**src/codec_frame_consts.svh**
```systemverilog
// Constants of the codec frame port: timing, frame layout and reset values
`ifndef CODEC_FRAME_CONSTS_SVH
`define CODEC_FRAME_CONSTS_SVH

// Frame geometry
`define CFP_FRAME_BITS      128
`define CFP_SUBFRAME_BITS   64
`define CFP_LAST_BIT        7'h7F
`define CFP_PRELOAD_BIT     7'h7E
`define CFP_UNPACK_BIT      7'h40

// Bit clock derivation, frequencies in Hz
`define CFP_SYS_CLK_HZ      250000000
`define CFP_OSC_HZ          3686400
`define CFP_OSC_MULT        13
`define CFP_DIV_LOW_RATE    5
`define CFP_DIV_HIGH_RATE   4

// Subframe 0 field layout (bit 63 leaves first)
`define CFP_AUDIO_LSB       48
`define CFP_TELECOM_LSB     32
`define CFP_AUDIO_VALID_BIT 31
`define CFP_TEL_VALID_BIT   30
`define CFP_RW_BIT          29
`define CFP_ADDR_LSB        25
`define CFP_REG_DATA_LSB    9

// Reset values
`define CFP_SHIFT_RESET     64'h0000_0000_0000_0000
`define CFP_ACC_RESET       28'h000_0000

`endif

```
**src/codec_frame_pkg.sv**
```systemverilog
// Types shared by the codec frame port
package codec_frame_pkg;

  // One codec register access: read/write flag, address and data
  typedef struct packed {
    logic        write;
    logic [3:0]  addr;
    logic [15:0] data;
  } reg_access_t;

  // One audio or telecom sample with its valid flag
  typedef struct packed {
    logic        valid;
    logic [15:0] data;
  } sample_t;

  // Link engine state
  typedef enum logic [0:0] {
    LINK_IDLE = 1'b0,
    LINK_RUN  = 1'b1
  } link_state_t;

endpackage : codec_frame_pkg

```
**src/codec_frame_port.sv**
```systemverilog
// Codec frame port master: bit clock, frame sync, shifter and sample FIFOs
// How it works
// Frame is 128 bits, two 64-bit subframes
// Rate select picks lower or higher bit clock
// Bit clock is oscillator times 13, /5 or /4
// External pin clock may drive the link instead
// Only subframe 0 carries traffic
// Seven fields travel each way in subframe 0
// 7-bit divisors load modulus counters on enable
// Four 8x16 sample FIFOs, two each direction
// 21-bit command and 21-bit read result registers
// After reset disabled, pins released as inputs
// Software clears status, writes enable last
// Frame sync one period, rising with bit clock
// Sync in bit 128, frames back to back
// Sync edge loads FIFO samples, sets valids
// Pending register access goes into the shifter
// Fields without new content repeat last value
// Frames continue while enabled, even empty
// Drive on rising edge, sample on falling
// Shift out MSB first, receive into LSB
// After 64 bits unpack received fields
// Transmit line low when not shifting
// Codec port owns pins over alternate port
// Valid received samples go into receive FIFOs
// Rate counters reload on enable or zero
// Field positions fixed by layout constants
`timescale 1ns/1ps
`include "codec_frame_consts.svh"

// Sample FIFO, flip-flop storage addressed by read and write index
module sample_fifo #(
  parameter int WIDTH = 16,
  parameter int DEPTH = 8
) (
  input  wire logic             clock_i,
  input  wire logic             sys_rst_i,
  input  wire logic             in_valid_i,
  output logic                  in_ready_o,
  input  wire logic [WIDTH-1:0] in_data_i,
  output logic                  out_valid_o,
  input  wire logic             out_ready_i,
  output logic [WIDTH-1:0]      out_data_o
);
  localparam int AW = $clog2(DEPTH);

  logic [WIDTH-1:0] mem [DEPTH];
  logic [AW-1:0]    wr_idx;
  logic [AW-1:0]    rd_idx;
  logic [AW:0]      count;
  logic             push;
  logic             pop;

  // Honest full and empty straight from the occupancy count
  assign in_ready_o  = (count != (AW+1)'(DEPTH));
  assign out_valid_o = (count != '0);
  assign out_data_o  = mem[rd_idx];
  assign push        = in_valid_i && in_ready_o;
  assign pop         = out_ready_i && out_valid_o;

  // Storage write
  always_ff @(posedge clock_i) begin
    if (push) begin
      mem[wr_idx] <= in_data_i;
    end
  end

  // Indices wrap at the depth, which need not be a power of two
  always_ff @(posedge clock_i) begin
    if (sys_rst_i) begin
      wr_idx <= '0;
      rd_idx <= '0;
      count  <= '0;
    end else begin
      if (push) begin
        wr_idx <= (wr_idx == AW'(DEPTH-1)) ? '0 : wr_idx + 1'b1;
      end
      if (pop) begin
        rd_idx <= (rd_idx == AW'(DEPTH-1)) ? '0 : rd_idx + 1'b1;
      end
      count <= count + (AW+1)'(push) - (AW+1)'(pop);
    end
  end
endmodule : sample_fifo

module codec_frame_port #(
  parameter int FIFO_DEPTH = 8,
  parameter int DIV_WIDTH  = 7
) (
  input  wire logic                        clock_i,
  input  wire logic                        sys_rst_i,
  // Control
  input  wire logic                        enable_i,
  input  wire logic                        alt_sync_serial_en_i,
  input  wire logic                        ext_clk_sel_i,
  input  wire logic                        high_rate_sel_i,
  input  wire logic                        audio_en_i,
  input  wire logic                        telecom_en_i,
  input  wire logic [DIV_WIDTH-1:0]        audio_div_i,
  input  wire logic [DIV_WIDTH-1:0]        telecom_div_i,
  // Codec register access
  input  wire logic                        cmd_write_i,
  input  wire codec_frame_pkg::reg_access_t cmd_i,
  output logic                             cmd_pending_o,
  output codec_frame_pkg::reg_access_t     resp_o,
  output logic                             resp_valid_o,
  input  wire logic                        resp_ack_i,
  // Transmit sample streams
  input  wire logic                        audio_tx_valid_i,
  output logic                             audio_tx_ready_o,
  input  wire logic [15:0]                 audio_tx_data_i,
  input  wire logic                        tel_tx_valid_i,
  output logic                             tel_tx_ready_o,
  input  wire logic [15:0]                 tel_tx_data_i,
  // Receive sample streams
  output logic                             audio_rx_valid_o,
  input  wire logic                        audio_rx_ready_i,
  output logic [15:0]                      audio_rx_data_o,
  output logic                             tel_rx_valid_o,
  input  wire logic                        tel_rx_ready_i,
  output logic [15:0]                      tel_rx_data_o,
  output logic                             rx_overrun_o,
  output logic [1:0]                       rate_tick_o,
  // Pins
  input  wire logic                        ext_bit_clk_i,
  input  wire logic                        rx_serial_in_i,
  output logic                             sclk_o,
  output logic                             sclk_oe_o,
  output logic                             frame_sync_pin_o,
  output logic                             frame_sync_pin_oe_o,
  output logic                             tx_serial_out_o,
  output logic                             tx_serial_out_oe_o,
  output logic                             pins_to_alt_o,
  output logic                             pins_to_pin_share_o
);
  localparam logic [27:0] CLK_HZ = 28'(`CFP_SYS_CLK_HZ);
  localparam logic [27:0] INC_LO = 28'((2 * `CFP_OSC_HZ * `CFP_OSC_MULT)
                                       / `CFP_DIV_LOW_RATE);
  localparam logic [27:0] INC_HI = 28'((2 * `CFP_OSC_HZ * `CFP_OSC_MULT)
                                       / `CFP_DIV_HIGH_RATE);

  codec_frame_pkg::link_state_t state;
  logic [27:0]  phase_acc;
  logic [28:0]  next_acc;
  logic         int_clk;
  logic         int_rise;
  logic         int_fall;
  logic [2:0]   ext_sync;
  logic [1:0]   rx_sync;
  logic         bit_rise;
  logic         bit_fall;
  logic [6:0]   bit_cnt;
  logic [6:0]   next_bit;
  logic [63:0]  shifter;
  logic [63:0]  tx_hold;
  logic [63:0]  next_frame;
  logic         last_was_read;
  codec_frame_pkg::reg_access_t cmd_reg;
  codec_frame_pkg::sample_t     rx_audio;
  codec_frame_pkg::sample_t     rx_tel;
  logic         load_evt;
  logic         unpack_evt;
  logic [3:0]   f_in_valid;
  logic [3:0]   f_in_ready;
  logic [15:0]  f_in_data [4];
  logic [3:0]   f_out_valid;
  logic [3:0]   f_out_ready;
  logic [15:0]  f_out_data [4];
  logic [1:0]   sec_en;
  logic [1:0]   sec_en_d;
  logic [DIV_WIDTH-1:0] divisor [2];

  // Internal bit clock: phase accumulator at twice the bit rate
  assign next_acc = {1'b0, phase_acc}
                    + {1'b0, (high_rate_sel_i ? INC_HI : INC_LO)};
  assign int_rise = (next_acc >= {1'b0, CLK_HZ}) && !int_clk;
  assign int_fall = (next_acc >= {1'b0, CLK_HZ}) && int_clk;

  always_ff @(posedge clock_i) begin
    if (sys_rst_i || state == codec_frame_pkg::LINK_IDLE) begin
      phase_acc <= `CFP_ACC_RESET;
      int_clk   <= 1'b0;
    end else if (next_acc >= {1'b0, CLK_HZ}) begin
      phase_acc <= 28'(next_acc - {1'b0, CLK_HZ});
      int_clk   <= !int_clk;
    end else begin
      phase_acc <= next_acc[27:0];
    end
  end

  // Pin inputs pass two flops; edges only look past the first
  always_ff @(posedge clock_i) begin
    if (sys_rst_i) begin
      ext_sync <= 3'h0;
      rx_sync  <= 2'h0;
    end else begin
      ext_sync <= {ext_sync[1:0], ext_bit_clk_i};
      rx_sync  <= {rx_sync[0], rx_serial_in_i};
    end
  end

  // Clock source select; edges only count while running
  always_comb begin
    if (state != codec_frame_pkg::LINK_RUN) begin
      bit_rise = 1'b0;
      bit_fall = 1'b0;
    end else if (ext_clk_sel_i) begin
      bit_rise = ext_sync[1] && !ext_sync[2];
      bit_fall = !ext_sync[1] && ext_sync[2];
    end else begin
      bit_rise = int_rise;
      bit_fall = int_fall;
    end
  end

  // Run state; enabling presets the counter so the first rise syncs
  always_ff @(posedge clock_i) begin
    if (sys_rst_i) begin
      state <= codec_frame_pkg::LINK_IDLE;
    end else begin
      unique case (state)
        codec_frame_pkg::LINK_IDLE: begin
          if (enable_i) begin
            state <= codec_frame_pkg::LINK_RUN;
          end
        end
        codec_frame_pkg::LINK_RUN: begin
          if (!enable_i) begin
            state <= codec_frame_pkg::LINK_IDLE;
          end
        end
      endcase
    end
  end

  assign next_bit   = bit_cnt + 7'h01;
  assign load_evt   = bit_rise && (next_bit == `CFP_LAST_BIT);
  assign unpack_evt = bit_rise && (next_bit == `CFP_UNPACK_BIT);

  // Bit counter wraps at 128; frames never stop while enabled
  always_ff @(posedge clock_i) begin
    if (sys_rst_i || state == codec_frame_pkg::LINK_IDLE) begin
      bit_cnt <= `CFP_PRELOAD_BIT;
    end else if (bit_rise) begin
      bit_cnt <= next_bit;
    end
  end

  // Pins: sync and data change on rising bit edges and clear when idle; the clock rises and falls with the bit edges and falls when idle
  always_ff @(posedge clock_i) begin
    if (sys_rst_i) begin
      sclk_o           <= 1'b0;
      frame_sync_pin_o <= 1'b0;
      tx_serial_out_o  <= 1'b0;
    end else begin
      if (bit_rise) begin
        sclk_o <= 1'b1;
      end else if (bit_fall || state == codec_frame_pkg::LINK_IDLE) begin
        sclk_o <= 1'b0;
      end
      if (state == codec_frame_pkg::LINK_IDLE) begin
        frame_sync_pin_o <= 1'b0;
        tx_serial_out_o  <= 1'b0;
      end else if (bit_rise) begin
        frame_sync_pin_o <= (next_bit == `CFP_LAST_BIT);
        // Only bits 0..63 carry data, subframe 1 stays low
        tx_serial_out_o  <= !next_bit[6] && shifter[63];
      end
    end
  end

  // Pin ownership: released until enabled, to the alternate port if it is enabled, else to the pin controller
  always_ff @(posedge clock_i) begin
    if (sys_rst_i) begin
      sclk_oe_o           <= 1'b0;
      frame_sync_pin_oe_o <= 1'b0;
      tx_serial_out_oe_o  <= 1'b0;
      pins_to_alt_o       <= 1'b0;
      pins_to_pin_share_o <= 1'b1;
    end else begin
      sclk_oe_o           <= enable_i;
      frame_sync_pin_oe_o <= enable_i;
      tx_serial_out_oe_o  <= enable_i;
      pins_to_alt_o       <= alt_sync_serial_en_i && !enable_i;
      pins_to_pin_share_o <= !enable_i && !alt_sync_serial_en_i;
    end
  end

  // Build the outgoing subframe from new content or last frame's
  always_comb begin
    next_frame = tx_hold;
    if (f_out_valid[0]) begin
      next_frame[`CFP_AUDIO_LSB +: 16] = f_out_data[0];
    end
    if (f_out_valid[1]) begin
      next_frame[`CFP_TELECOM_LSB +: 16] = f_out_data[1];
    end
    // Valid flags mark new samples only
    next_frame[`CFP_AUDIO_VALID_BIT] = f_out_valid[0];
    next_frame[`CFP_TEL_VALID_BIT]   = f_out_valid[1];
    if (cmd_pending_o) begin
      next_frame[`CFP_RW_BIT]               = cmd_reg.write;
      next_frame[`CFP_ADDR_LSB +: 4]        = cmd_reg.addr;
      next_frame[`CFP_REG_DATA_LSB +: 16]   = cmd_reg.data;
    end
  end

  // Transmit FIFOs drain only at the sync load
  assign f_out_ready[0] = load_evt;
  assign f_out_ready[1] = load_evt;

  // Shifter: load on sync, shift on falling edges of subframe 0
  always_ff @(posedge clock_i) begin
    if (sys_rst_i) begin
      shifter <= `CFP_SHIFT_RESET;
      tx_hold <= `CFP_SHIFT_RESET;
    end else if (load_evt) begin
      shifter <= next_frame;
      tx_hold <= next_frame;
    end else if (bit_fall && !bit_cnt[6]) begin
      shifter <= {shifter[62:0], rx_sync[1]};
    end
  end

  // Command register; a new write while pending replaces it
  always_ff @(posedge clock_i) begin
    if (sys_rst_i) begin
      cmd_reg       <= '0;
      cmd_pending_o <= 1'b0;
      last_was_read <= 1'b0;
    end else begin
      if (cmd_write_i) begin
        cmd_reg       <= cmd_i;
        cmd_pending_o <= 1'b1;
      end else if (load_evt && cmd_pending_o) begin
        cmd_pending_o <= 1'b0;
      end
      if (load_evt) begin
        last_was_read <= cmd_pending_o && !cmd_reg.write;
      end
    end
  end

  // Received fields after bit 63
  assign rx_audio = '{valid: shifter[`CFP_AUDIO_VALID_BIT],
                      data:  shifter[`CFP_AUDIO_LSB +: 16]};
  assign rx_tel   = '{valid: shifter[`CFP_TEL_VALID_BIT],
                      data:  shifter[`CFP_TELECOM_LSB +: 16]};

  // Read result capture; a new capture wins over the ack
  always_ff @(posedge clock_i) begin
    if (sys_rst_i) begin
      resp_o       <= '0;
      resp_valid_o <= 1'b0;
    end else if (unpack_evt && last_was_read) begin
      resp_o       <= '{write: shifter[`CFP_RW_BIT],
                        addr:  shifter[`CFP_ADDR_LSB +: 4],
                        data:  shifter[`CFP_REG_DATA_LSB +: 16]};
      resp_valid_o <= 1'b1;
    end else if (resp_ack_i) begin
      resp_valid_o <= 1'b0;
    end
  end

  // Receive pushes; a full FIFO cannot stall the link, so flag it
  assign f_in_valid[2] = unpack_evt && rx_audio.valid;
  assign f_in_valid[3] = unpack_evt && rx_tel.valid;
  assign f_in_data[2]  = rx_audio.data;
  assign f_in_data[3]  = rx_tel.data;

  always_ff @(posedge clock_i) begin
    if (sys_rst_i || !enable_i) begin
      rx_overrun_o <= 1'b0;
    end else if ((f_in_valid[2] && !f_in_ready[2])
                 || (f_in_valid[3] && !f_in_ready[3])) begin
      rx_overrun_o <= 1'b1;
    end
  end

  // Transmit writes come from the user side
  assign f_in_valid[0]    = audio_tx_valid_i;
  assign f_in_valid[1]    = tel_tx_valid_i;
  assign f_in_data[0]     = audio_tx_data_i;
  assign f_in_data[1]     = tel_tx_data_i;
  assign audio_tx_ready_o = f_in_ready[0];
  assign tel_tx_ready_o   = f_in_ready[1];
  assign f_out_ready[2]   = audio_rx_ready_i;
  assign f_out_ready[3]   = tel_rx_ready_i;
  assign audio_rx_valid_o = f_out_valid[2];
  assign tel_rx_valid_o   = f_out_valid[3];
  assign audio_rx_data_o  = f_out_data[2];
  assign tel_rx_data_o    = f_out_data[3];

  // Four sample FIFOs: audio tx, telecom tx, audio rx, telecom rx
  for (genvar i = 0; i < 4; i++) begin : g_fifo
    sample_fifo #(
      .WIDTH (16),
      .DEPTH (FIFO_DEPTH)
    ) u_fifo (
      .clock_i     (clock_i),
      .sys_rst_i   (sys_rst_i),
      .in_valid_i  (f_in_valid[i]),
      .in_ready_o  (f_in_ready[i]),
      .in_data_i   (f_in_data[i]),
      .out_valid_o (f_out_valid[i]),
      .out_ready_i (f_out_ready[i]),
      .out_data_o  (f_out_data[i])
    );
  end

  // Sample-rate counters: reload on section enable or at zero
  assign sec_en     = {telecom_en_i, audio_en_i};
  assign divisor[0] = audio_div_i;
  assign divisor[1] = telecom_div_i;

  always_ff @(posedge clock_i) begin
    if (sys_rst_i) begin
      sec_en_d <= 2'h0;
    end else begin
      sec_en_d <= sec_en;
    end
  end

  for (genvar s = 0; s < 2; s++) begin : g_rate
    logic [DIV_WIDTH-1:0] modulus;
    always_ff @(posedge clock_i) begin
      if (sys_rst_i || !sec_en[s]) begin
        modulus        <= '0;
        rate_tick_o[s] <= 1'b0;
      end else if (!sec_en_d[s]) begin
        modulus        <= divisor[s];
        rate_tick_o[s] <= 1'b0;
      end else if (bit_rise) begin
        rate_tick_o[s] <= (modulus == '0);
        modulus <= (modulus == '0) ? divisor[s] : modulus - 1'b1;
      end else begin
        rate_tick_o[s] <= 1'b0;
      end
    end
  end
endmodule : codec_frame_port

```
**config.mk**
```make
export PLATFORM = sky130hd
export DESIGN_NAME = codec_frame_port
export DESIGN_NICKNAME = d
export VERILOG_FILES = /design/src/codec_frame_pkg.sv /design/src/codec_frame_port.sv
export VERILOG_INCLUDE_DIRS = /design/src /design/src/src
export SDC_FILE = /design/constraint.sdc
export NUM_CORES = 1
export LEC_CHECK = 0
export ABC_AREA = 1
export BUFFER_PORTS_ARGS = -buffer_cell sky130_fd_sc_hd__buf_4
export CAP_MARGIN = 20
export CORE_AREA = 2 2 240 242
export CTS_BUF_LIST = sky130_fd_sc_hd__clkbuf_8
export CTS_CLUSTER_SIZE = 20
export DETAILED_ROUTE_END_ITERATION = 7
export DIE_AREA = 0 0 242 244
export PLACE_DENSITY = 0.78
export SYNTH_ARGS = -nofsm -noshare
export SYNTH_HDL_FRONTEND = slang
export SYNTH_SLANG_ARGS = --single-unit
```
**constraint.sdc**
```tcl
create_clock -name clock_i -period 7.2 [get_ports clock_i]
set_clock_uncertainty 0.05 [all_clocks]
set_input_delay 1.44 -clock clock_i [delete_from_list [all_inputs] [get_ports clock_i]]
set_output_delay 1.44 -clock clock_i [all_outputs]
set_load 0.005 [all_outputs]
```
==> metrics.md <==
| Metric | Value |
|---|---|
| Max-cap viol count | 0 |
| FF+latch count, synth | between 700 and 800 |
| Critical Path End Type | register |
| Main combinational cell family by area after synthesis | simple AND/OR/NAND/NOR gates |
| Rows | 87 |
| Clock root cell | clkbuf_8 |
| Crit Path Class | in2reg |
| Outcome | completed |
| FF-to-FF Start | phase_acc[13] |
| Worst Path Max Fanout | 21 |
| Largest net degree at the start of global routing | 91 |
| Initial antenna violation count | 2 |
| Highest-delay cell along the critical path | nand2_2 |
| Leakage power | approximately 13 nW |
| Routed length per instance | about 18 um |
| Post-route ant nets | 0 |
| HPWL after DPL | 49900 um |
| Slowest cell delay on critical path | 460 ps |
| Largest register by flop count | g_fifo.u_fifo.mem |
| Die X | roughly 240 um |
| Critical Path Source | high_rate_sel_i |
| Synth cell types | 50 |
| Design Power | approximately 11 mW |
| Post-Syn Area | approximately 32000 um^2 |
| First-pass GRT wire length | 122000 um |
| Ys flop type | edfxtp_1 |
| Period utilization | ~72% |
| Grt total ovfl | 0 |
| Top post-synthesis cells by area | edfxtp_1 (47%), dfxtp_1 (17%), nor2_1 (8.0%), nand2_1 (6.9%), o21ai_0 (4.7%) |
| Fin cells | between 4000 and 5000 |
| Die Y | roughly 240 um |
| IO Pins | around 150 |
| CTS Hold Bufs | 0 |
| Post-synth top area cell | edfxtp_1 |
| Layout overhead on the synthesized area | 12.7% |
| Hold Path Class | reg2reg |
| Worst EP arrival | 5750 ps |
| EDFF count, synth | 512 |
| Worst-case clock buffer depth | 3 |
| Synth Area in Compound Gates | 11.3% |
| Max IR drop VDD | roughly 180 uV |
| Worst-path clk slew | 60 ps |
| Worst hold slack | 356 ps |
| Min-delay src | ext_sync[0] |
| CP dominant cell by count | nand2_1 |
| FMAX | between 150 and 200 MHz |
| Slew Limit Fails | 0 |
| Nets | ~3500 |
| Max FFs per register | approximately 510 |
| Post-synth top area share | between 40% and 50% |
| Tot GR Track Use | approximately a quarter |
| Clock H-tree levels | 3 |
| Core area | around 56000 um^2 |
| # DRC | 0 |
| Synth Net Count | approximately 3400 |
| Fraction of synthesized area in multiplexers | 0% |
| Worst rel slew slack | around a quarter |
| Final Cell Area | between 30000 and 40000 um^2 |
| Die ar. | between 50000 and 60000 um^2 |
| Fraction of the mapped netlist area in adder cells | 2.25% |
| Setup violators final | 0 |
| IO buf count | 152 |
| Synthesized netlist cell count | roughly 3300 |
| DRT Wirelength | 78200 um |
| Seq/Total Area, Yosys | approximately 64% |
| DR vias | 24400 |
| Drt via density | roughly 5.7 |
| Skew-Pair Late Insertion Delay | 740 ps |
| Setup Buffers After CTS | 0 |
| Dpl cell area | roughly 34000 um^2 |
| Regs by FF count | g_fifo.u_fifo.mem x512, shifter x64, tx_hold x53 |
| Final worst path period need | between 5000 and 6000 ps |
| Initial DRC count | 2820 |
| Drt first pass iters | 6 |
| Final Hold Viols | 0 |
| Ys async rst share | 0% |
| RD Place Congestion | between 0.9 and 1 |
| Initial Util | between 50% and 60% |
| Pwr Density | 288 nW/um^2 |
| Number of global-route vias before repair | 23400 |
| Post-CTS Resized | 0 |
| XOR/XNOR share of the synthesized area | less than 1% |
| CTS tree | built |
| Unrepaired setup endpoints after global routing | false |
| Synthesized area per cell | just under 10 um^2 |
| Most common cell in the synthesized netlist | nor2_1 |
| WP data required | just under 8000 ps |
| CTS buffer count | roughly 120 |
| TNS Setup | 0 ps |
| Slew at the pin closest to its max-slew limit | 1140 ps |
| Simple-gate share of the synthesized area | approximately 18% |
| Placed Cells | between 4000 and 5000 |
| Worst setup SP type | input port |
| Synth Warn # | 0 |
| Post-synth top cells | nor2_1 (695), nand2_1 (598), edfxtp_1 (512), o21ai_0 (307), dfxtp_1 (273) |
| CTS sink count | 785 |
| Share of layout cells above drive strength 1 | 12.0% |
==> critical path, delay by kind of cell <==
| family | cells | cell delay, ps |
|---|---|---|
| xor gates and xnor gates | 1 | 180 |
| adders and majority gates | 5 | 1260 |
| buffers and inverters | 5 | 480 |
| and+or+nand+nor | 18 | 2390 |
==> layout by cell type, fill, tap and decap left out, drive strengths merged, types with 64 or more instances in the layout <==
master / instances
o32ai: 64
inv: 180
edfxtp: 512
a21oi: 160
nand3: 76
dfxtp: 273
nor2: 704
nand2: 610
o21ai: 311
clkbuf: 126
clkinv: 64
a31oi: 66
buf: 191
==> cells by family after synthesis <==
logic type | count (synthesis)
adders and majority gates | 56
buffers and inverters | 326
xor gates and xnor gates | 16
DFF | 785
AOI/OAI and AO/OA | 647
and+or+nand+nor | 1442
==> layer usage <==
metal / GRT usage, % / vias to the layer above / wire length (um)
li1: - / 11500 / -
met1: 33.9 / 11700 / 32400
met2: 43.2 / 996 / 37600
met3: 4.70 / 168 / 5790
met4: 10.3 / 0 / 2400
met5: 0 / - / 0
==> report_power, final <==
part	internal [mW]	total, mW	switching [mW]
Clock	1.77	3.48	1.71
Sequential	5.01	5.12	0.114
Combinational	0.684	1.93	1.25
==> area by class of cell <==
cell class | count | area, um^2
antenna | 2 | 5.00
clock inverter | 97 | 539
sequential | 785 | 20800
fill | 4295 | 19600
inverter | 152 | 571
tap | 756 | 946
multi-input combinational | 2161 | 10300
timing repair buffer | 191 | 1570
clock buffer | 126 | 1730
==> per-stage QoR <==
| stage | setup slack [ps] | utilization [%] |
|---|---|---|
| CTS | 2100 | 64.7 |
| global route | 1610 | 65.0 |
| detailed placement | 1310 | 60.6 |
| finish | 2010 | 65.1 |
| floorplan | 2480 | - |
| global placement | 1470 | 60.5 |
==> final timing paths <==
path | endpoint | slack (ps) | cells after the start
max reg2reg | g_fifo[0].u_fifo.count[2] | 2580 | 28
min | ext_sync[1] | 360 | 2
max | g_fifo[0].u_fifo.count[2] | 2010 | 29
min reg2reg | ext_sync[1] | 360 | 2
(Power assumes the default switching activity.)
